`config.mk`:
```
export PLATFORM = sky130hd
export DESIGN_NAME = cpu_addr_decoder
export DESIGN_NICKNAME = d
export VERILOG_FILES = /design/src/design/cpu_addr_decoder.v /design/src/design/dir_translate.v /design/src/design/region_decode.v
export VERILOG_INCLUDE_DIRS = /design/src /design/src/pkg
export SDC_FILE = /design/constraint.sdc
export NUM_CORES = 1
export LEC_CHECK = 0
export ABC_AREA = 1
export BUFFER_PORTS_ARGS = -buffer_cell sky130_fd_sc_hd__buf_2
export CAP_MARGIN = 20
export CORE_MARGIN = 5
export CORE_UTILIZATION = 44
export DETAILED_ROUTE_END_ITERATION = 8
export PLACE_DENSITY = 0.86
export SLEW_MARGIN = 20
export SYNTH_ARGS = -nofsm -noshare
export SYNTH_HDL_FRONTEND = slang
export SYNTH_SLANG_ARGS = --single-unit
```
`constraint.sdc`:
```
create_clock -name SYS_CLK_I -period 3.1 [get_ports SYS_CLK_I]
set_clock_uncertainty 0.15 [all_clocks]
set_input_delay 0.62 -clock SYS_CLK_I [delete_from_list [all_inputs] [get_ports SYS_CLK_I]]
set_output_delay 0.62 -clock SYS_CLK_I [all_outputs]
set_load 0.1 [all_outputs]
```
`src/pkg/addr_map_defines.vh`:
```
// Address map constants for the CPU region decoder
`ifndef ADDR_MAP_DEFINES_VH
`define ADDR_MAP_DEFINES_VH

`define ADDR_W            16
`define SPACE_TOP         16'hFFFF
`define IO_LO             16'h0000
`define IO_HI             16'h007F
`define XIO_LO            16'h0F80
`define XIO_HI            16'h0FFF
`define RAM_LO            16'h0090
`define DIR_NOBANK_HI     16'h00FF
`define RAM_END_LARGE     16'h047F
`define RAM_END_SMALL     16'h028F
`define GPR_LO            16'h0100
`define GPR_HI            16'h01FF
`define NVR_LO            16'hFFBB
`define NVR_HI            16'hFFBF
`define VEC_LO            16'hFFC0
`define VEC_HI            16'hFFFF
`define FLASH_LO_DEFAULT  16'h8000
`define BANK_BASE         16'h0080
`define BANK_PTR_W        3
`define BANK_PTR_RESET    3'h0
`define REG_PTR_W         5
`define REG_PTR_RESET     5'h00
`define MIRROR_ADDR       16'h0078
`define MODE_PLAIN        2'h0
`define MODE_DIRECT       2'h1
`define MODE_GPR          2'h2
`define REGION_W          3
`define REGION_NONE       3'h0
`define REGION_IO         3'h1
`define REGION_XIO        3'h2
`define REGION_RAM        3'h3
`define REGION_NVR        3'h4
`define REGION_VEC        3'h5
`define REGION_FLASH      3'h6

`endif

```
`src/design/cpu_addr_decoder.v`:
```
// CPU address map decoder with direct and register bank relocation
// What this block does
// Whole 64 Kbyte space decoded, one region each
// 0x0000-0x007F selects I/O registers
// 0x0F80-0x0FFF selects extended I/O registers
// Direct 0x0090-0x00FF reaches RAM unrelocated while the bank pointer is zero
// Large part: direct reach up to 0x047F
// Small part: direct reach ends at 0x028F
// 0x0100-0x01FF general registers, also plain RAM
// 0xFFC0-0xFFFF selects vector table
// 0xFFBB-0xFFBF selects non-volatile register data
// Direct 0x0000-0x007F ignores bank pointer
// Bank pointer resets to zero, identity map
// Pointer 1..7 maps to 128-byte windows
// Exactly one select while CPU_REQ_I is high, none without a request, combinational, same cycle
`timescale 1ns/100ps
`include "addr_map_defines.vh"
module cpu_addr_decoder #(
	parameter SMALL_RAM = 0,
	parameter [`ADDR_W-1:0] FLASH_LO = `FLASH_LO_DEFAULT
) (
	input  wire                    SYS_CLK_I,
	input  wire                    RESET_I,
	input  wire                    CPU_REQ_I,
	input  wire                    CPU_WR_I,
	input  wire [1:0]              CPU_MODE_I,
	input  wire [`ADDR_W-1:0]      CPU_ADDR_I,
	input  wire [7:0]              CPU_OPERAND_I,
	input  wire [2:0]              CPU_REG_NUM_I,
	input  wire [7:0]              CPU_WDATA_I,
	output wire [`ADDR_W-1:0]      EFF_ADDR_O,
	output wire                    SEL_IO_O,
	output wire                    SEL_XIO_O,
	output wire                    SEL_RAM_O,
	output wire                    SEL_NVR_O,
	output wire                    SEL_VEC_O,
	output wire                    SEL_FLASH_O,
	output wire                    SEL_NONE_O,
	output wire                    GPR_HIT_O,
	output wire                    DIR_OVER_O,
	output reg  [7:0]              MIRROR_RDATA_O,
	output reg  [`REGION_W-1:0]    LAST_REGION_O,
	output reg  [`BANK_PTR_W-1:0]  BANK_PTR_O
);
	localparam [`ADDR_W-1:0] RAM_END = SMALL_RAM ? `RAM_END_SMALL : `RAM_END_LARGE;

	reg  [`BANK_PTR_W-1:0] direct_bank_pointer_q;
	reg  [`BANK_PTR_W-1:0] direct_bank_pointer_d;
	reg  [`REG_PTR_W-1:0]  reg_ptr_q;
	reg  [`REG_PTR_W-1:0]  reg_ptr_d;
	reg  [`ADDR_W-1:0]     eff_addr;
	wire [`ADDR_W-1:0]     dir_addr;
	wire [`ADDR_W-1:0]     gpr_addr;
	wire [`REGION_W-1:0]   region;
	wire                   dir_over;
	wire                   mirror_wr;

	dir_translate u_dir (
		.operand_i             (CPU_OPERAND_I),
		.direct_bank_pointer_i (direct_bank_pointer_q),
		.ram_end_i             (RAM_END),
		.addr_o                (dir_addr),
		.over_o                (dir_over)
	);

	// Eight registers per bank, 32 banks span the general register area
	assign gpr_addr = `GPR_LO + {8'h00, reg_ptr_q, 3'h0} + {13'h0000, CPU_REG_NUM_I};

	always @* begin
		case (CPU_MODE_I)
			`MODE_DIRECT: eff_addr = dir_addr;
			`MODE_GPR:    eff_addr = gpr_addr;
			default:      eff_addr = CPU_ADDR_I;
		endcase
	end

	region_decode u_region (
		.addr_i     (eff_addr),
		.ram_end_i  (RAM_END),
		.flash_lo_i (FLASH_LO),
		.region_o   (region)
	);

	// Selects stay combinational so the access completes this cycle
	assign EFF_ADDR_O  = eff_addr;
	assign SEL_IO_O    = CPU_REQ_I && (region == `REGION_IO);
	assign SEL_XIO_O   = CPU_REQ_I && (region == `REGION_XIO);
	assign SEL_RAM_O   = CPU_REQ_I && (region == `REGION_RAM);
	assign SEL_NVR_O   = CPU_REQ_I && (region == `REGION_NVR);
	assign SEL_VEC_O   = CPU_REQ_I && (region == `REGION_VEC);
	assign SEL_FLASH_O = CPU_REQ_I && (region == `REGION_FLASH);
	assign SEL_NONE_O  = CPU_REQ_I && (region == `REGION_NONE);
	assign GPR_HIT_O   = CPU_REQ_I && (eff_addr >= `GPR_LO) && (eff_addr <= `GPR_HI);
	assign DIR_OVER_O  = CPU_REQ_I && (CPU_MODE_I == `MODE_DIRECT) && dir_over;

	// Pointers are written through their mirror byte in the I/O area
	assign mirror_wr = CPU_REQ_I && CPU_WR_I && (eff_addr == `MIRROR_ADDR);

	always @* begin
		direct_bank_pointer_d = direct_bank_pointer_q;
		reg_ptr_d = reg_ptr_q;
		if (mirror_wr) begin
			direct_bank_pointer_d = CPU_WDATA_I[2:0];
			reg_ptr_d = CPU_WDATA_I[7:3];
		end
	end

	always @(posedge SYS_CLK_I) begin
		if (RESET_I) begin
			direct_bank_pointer_q <= `BANK_PTR_RESET;
			reg_ptr_q <= `REG_PTR_RESET;
			MIRROR_RDATA_O <= 8'h00;
			LAST_REGION_O <= `REGION_NONE;
			BANK_PTR_O <= `BANK_PTR_RESET;
		end else begin
			direct_bank_pointer_q <= direct_bank_pointer_d;
			reg_ptr_q <= reg_ptr_d;
			MIRROR_RDATA_O <= {reg_ptr_d, direct_bank_pointer_d};
			BANK_PTR_O <= direct_bank_pointer_d;
			if (CPU_REQ_I) begin
				LAST_REGION_O <= region;
			end
		end
	end
endmodule // cpu_addr_decoder

```
`src/design/dir_translate.v`:
```
// Direct addressing operand relocation through the direct bank pointer
`timescale 1ns/100ps
`include "addr_map_defines.vh"
module dir_translate (
	input  wire [7:0]               operand_i,
	input  wire [`BANK_PTR_W-1:0]   direct_bank_pointer_i,
	input  wire [`ADDR_W-1:0]       ram_end_i,
	output reg  [`ADDR_W-1:0]       addr_o,
	output wire                     over_o
);
	always @* begin
		if (!operand_i[7]) begin
			addr_o = {8'h00, operand_i};
		end else if (direct_bank_pointer_i == `BANK_PTR_RESET) begin
			addr_o = {8'h00, operand_i};
		end else begin
			// Window base is pointer times 128 plus 128
			addr_o = {6'h00, direct_bank_pointer_i, 7'h00} + `BANK_BASE
				+ {9'h000, operand_i[6:0]};
		end
	end

	// Window 4 above its first 16 bytes and all of windows 5 to 7 lie past RAM on the small part
	assign over_o = (addr_o > ram_end_i);
endmodule // dir_translate

```
`src/design/region_decode.v`:
```
// Three-bit encoded region classification of a 16-bit address
`timescale 1ns/100ps
`include "addr_map_defines.vh"
module region_decode (
	input  wire [`ADDR_W-1:0]   addr_i,
	input  wire [`ADDR_W-1:0]   ram_end_i,
	input  wire [`ADDR_W-1:0]   flash_lo_i,
	output reg  [`REGION_W-1:0] region_o
);
	function in_range;
		input [`ADDR_W-1:0] a;
		input [`ADDR_W-1:0] lo;
		input [`ADDR_W-1:0] hi;
		begin
			in_range = (a >= lo) && (a <= hi);
		end
	endfunction

	// Priority order keeps exactly one region even with odd parameters
	always @* begin
		if (in_range(addr_i, `IO_LO, `IO_HI)) begin
			region_o = `REGION_IO;
		end else if (in_range(addr_i, `XIO_LO, `XIO_HI)) begin
			region_o = `REGION_XIO;
		end else if (in_range(addr_i, `RAM_LO, ram_end_i)) begin
			region_o = `REGION_RAM;
		end else if (in_range(addr_i, `VEC_LO, `VEC_HI)) begin
			region_o = `REGION_VEC;
		end else if (in_range(addr_i, `NVR_LO, `NVR_HI)) begin
			region_o = `REGION_NVR;
		end else if (in_range(addr_i, flash_lo_i, `NVR_LO - 16'h0001)) begin
			region_o = `REGION_FLASH;
		end else begin
			region_o = `REGION_NONE;
		end
	end
endmodule // region_decode

```
==> flow_summary_export.csv <==
group,metric,value,unit
logic_synthesis,synth_fp_nets,254,
run,number_of_max_capacitance_violations_reported,0,
critical_path,worst-setup-path-type,"input port to output port",
hold_path,worstHoldPathType,"flip-flop to flip-flop",
final_layout,area.growth.synth_to_final,100,%
grt,track_usage,29.3,%
timing,post-route-min-period,3.32,ns
critical_path,critical_path_buf_inv_count,5,
critical_path,critical_path.startpoint_type,"input port",
timing,clock.fmax,301,MHz
detailed_routing,detail_route.iter0.violations,228,
grt,grt_pass1_vias,2001,
floorplanning,io_pins,80,
timing,grt_setup_unrepaired,"true",
grt,grt_pass1_wl,9960,um
grt,grt_max_degree,11,
timing,setup-violations-final,5,
cts,clk_latency,0.28,ns
floorplanning,placeableCoreArea,0.00305,mm2
critical_path,data_required_time_of_the_critical_path,2.33,ns
critical_path,end_kind,"output port",
critical_path,critical_path.top_delay_family,"simple AND/OR/NAND/NOR gates",
floorplanning,die_area,0.00441,mm2
logic_synthesis,postSynthAreaPerCell,6.70,um2
timing,postLayoutSetupSlackWorst,-0.218,ns
final_layout,fillerInstances,139,
critical_path,reg2regPathDepth,15,
cts,cts-hold-fix-buffers,0,
floorplanning,fp.dieH,66.4,um
critical_path,worstPathCellList,"buf_8 -> inv_4 -> ha_4 -> inv_8 -> nand3_2 -> nand2_2 -> nor2_2 -> nand3_2 -> nand2_2 -> nand3_2 -> nand3_4 -> nand2_2 -> inv_4 -> nand2_4 -> nor3_4 -> buf_12",
logic_synthesis,synth_top_area_share,15.7,%
logic_synthesis,synth_top_cells_by_area,"dfxtp_1 (16%), nand2_1 (11%), nor2_1 (7.2%), nand2_2 (6.3%), inv_1 (6.2%)",
detailed_routing,drt_pre_antenna_iters,4,
logic_synthesis,postSynthCellCount,209,
floorplanning,rows,20,
timing,final_min_period_over_clock_period,107,%
hold_path,sink_of_the_worst_hold_path,"LAST_REGION_O[0]$_SDFFE_PP0P_",
final_layout,layout-drive-gt1-share,71.2,%
critical_path,reg2reg_from,"MIRROR_RDATA_O[0]$_SDFFE_PP0P_",
cts,max-clock-path-buffers,2,
floorplanning,die_x,66.4,um
logic_synthesis,post-synth-top-area-cell,"dfxtp_1",
power_and_ir_drop,total_leakage_power,1.42,nW
timing,slew_viol_final,0,
detailed_routing,num_vias,2046,
placed_design,detailed_place.area,0.00242,mm2
power_and_ir_drop,totalPowerFinal,0.933,mW
critical_path,worst_ep_arrival_time,2.55,ns
timing,hold_viol_final,0,
logic_synthesis,syn_area,0.00140,mm2
logic_synthesis,synth_edf_count,0,
detailed_routing,post-route-drc-count,0,
logic_synthesis,share_of_the_yosys_chip_area_belonging_to_registers,15.7,%
logic_synthesis,yosys_register_bits,11,
cts,htree_num_levels,1,
run_status,outcome,"finished, violations left",
logic_synthesis,postSynth.asyncResetShare,0,%
logic_synthesis,synth_most_common_cell,"nand2_1",
detailed_routing,wirelength,7130,um
grt,global_route.overflow_total,0,
critical_path,crit_slowest_cell,"ha_4",
critical_path,critical_path.max_fanout,10,
timing,final.setup.tns,-0.716,ns
final_layout,antenna_cells_inserted,0,
logic_synthesis,synth.yosys.warnings,0,
detailed_routing,drtAntennaViolNets,0,
grt,grt_antenna_before_repair,0,
run_status,failing_checks,"negative setup slack",
cts,cts-buffers-inserted,3,
placed_design,last_weighted_congestion_value_of_the_routability_driven_placer,0.891,
logic_synthesis,ranking_of_synthesized_cells_by_instance_count,"nand2_1 (42), nor2_1 (27), inv_1 (23)",
detailed_routing,vias_per_cell,5.37,
timing,worst_slew_margin_rel,66.5,%
cts,clock-root-buffer,"clkbuf_4",
placed_design,port-buffer-count,79,
logic_synthesis,synth.lib_cells_used.distinct,37,
placed_design,hpwl,4030,um
timing,max_slew.worst_pin.slew,0.505,ns
power_and_ir_drop,power.ir.vdd_worst,342,uV
hold_path,hold_depth,2,
placed_design,placed_cells_incl_taps,359,
cts,clock_pin_slew_of_the_registers_on_the_worst_case_setup_and_hold_paths,0.09,ns
cts,cts.sink_count,11,
critical_path,r2r_setup_slack,0.55,ns
power_and_ir_drop,power-per-cell-area,333,mW/mm2
floorplanning,floorplan.initialDensity,45.9,%
timing,fin_hold_ws,0.352,ns
hold_path,hold_start,"LAST_REGION_O[0]$_SDFFE_PP0P_",
final_layout,finalNetCount,383,
detailed_routing,avgRoutedWirePerCell,18.7,um
critical_path,r2r-end,"MIRROR_RDATA_O[3]$_SDFFE_PP0P_",
logic_synthesis,dominantRegCellSynth,"dfxtp_1",
final_layout,non_filler_instance_count_after_layout,381,
cts,tritoncts,"built",
final_layout,fin_area,0.00281,mm2
critical_path,cpPeakStageDelay,0.36,ns
## metrics by stage
stage               worst slack [ns]  util (%)
floorplan                     -0.764         -
global placement             -0.0929      79.2
detailed placement            -0.249      79.2
CTS                           -0.118      88.3
global route                  -0.318      91.9
finish                        -0.218      91.9
## tightest hold or removal path: stages (launching register included)
cell	delay, ns
dfxtp_1	0.33
nand2_1	0.08
a21oi_2	0.06
## how the worst max path moves through the flow
stage / start / to / slack [ns] / cells after the start
2_1_floorplan: CPU_MODE_I[1] / SEL_NONE_O / -0.76 / 13
3_3_place_gp: CPU_MODE_I[1] / SEL_NONE_O / -0.09 / 15
3_5_place_dp: CPU_MODE_I[1] / SEL_NONE_O / -0.25 / 15
4_1_cts: CPU_MODE_I[0] / SEL_NONE_O / -0.12 / 15
5_1_grt: CPU_MODE_I[0] / SEL_NONE_O / -0.32 / 16
6_report: CPU_MODE_I[0] / SEL_NONE_O / -0.22 / 16
## power by group
part / leakage [nW] / switching [mW] / internal [mW]
logic: 1.31 / 0.433 / 0.244
registers: 0.0912 / 0.00192 / 0.142
clock network: 0.0177 / 0.0632 / 0.0479
total: 1.42 / 0.498 / 0.435
## sequential cells by signal (all words and copies together), names as in the netlist
signal	count
MIRROR_RDATA_O	8
LAST_REGION_O	3
## cell families after synthesis
family / count (synthesis) / synth area share, %
buffers and inverters: 39 / 13.8
AND/OR/NAND/NOR: 135 / 56.8
AO/OA/AOI/OAI: 20 / 10.1
adder cells (fa/ha/maj): 4 / 3.57
flip-flops: 11 / 15.7
## repair_timing
item / 4_1_cts / 5_1_grt
resized for setup: 32 / 18
buffers inserted: 12 / 8
pin swaps: 23 / 14
endpoints found under the setup margin: 6 / 9
cloned: 1 / 0
## placed cells by master, fill, tap and decap left out, drive strengths merged
| master | n |
|---|---|
| o21a | 3 |
| nand4 | 3 |
| nor3 | 4 |
| clkinv | 2 |
| o21ai | 12 |
| clkinvlp | 4 |
| ha | 4 |
| and2 | 1 |
| or2 | 1 |
| dfxtp | 11 |
| nor2 | 44 |
| nand3b | 1 |
| nand2 | 60 |
| o2111ai | 1 |
| a21oi | 3 |
| inv | 28 |
| a2111oi | 1 |
| nand3 | 21 |
| buf | 130 |
| clkbuf | 3 |
## final cells by class
type | count | area (um2) | area share (%)
multi-input cells | 159 | 1250 | 44.4
repair buffers | 130 | 1080 | 38.7
clock inverters | 1 | 5.00 | 0.178
inverters | 33 | 163 | 5.80
flip-flops and latches | 11 | 229 | 8.16
well taps | 44 | 55.1 | 1.96
clock buffers | 3 | 22.5 | 0.803
## metal layers
layer	share of wire, %	track usage [%]
met3	9.5	3.40
met4	4.2	9.14
met1	36	34.9
met5	0	0
met2	50	53.9
Power figures use the tool's default switching activity.
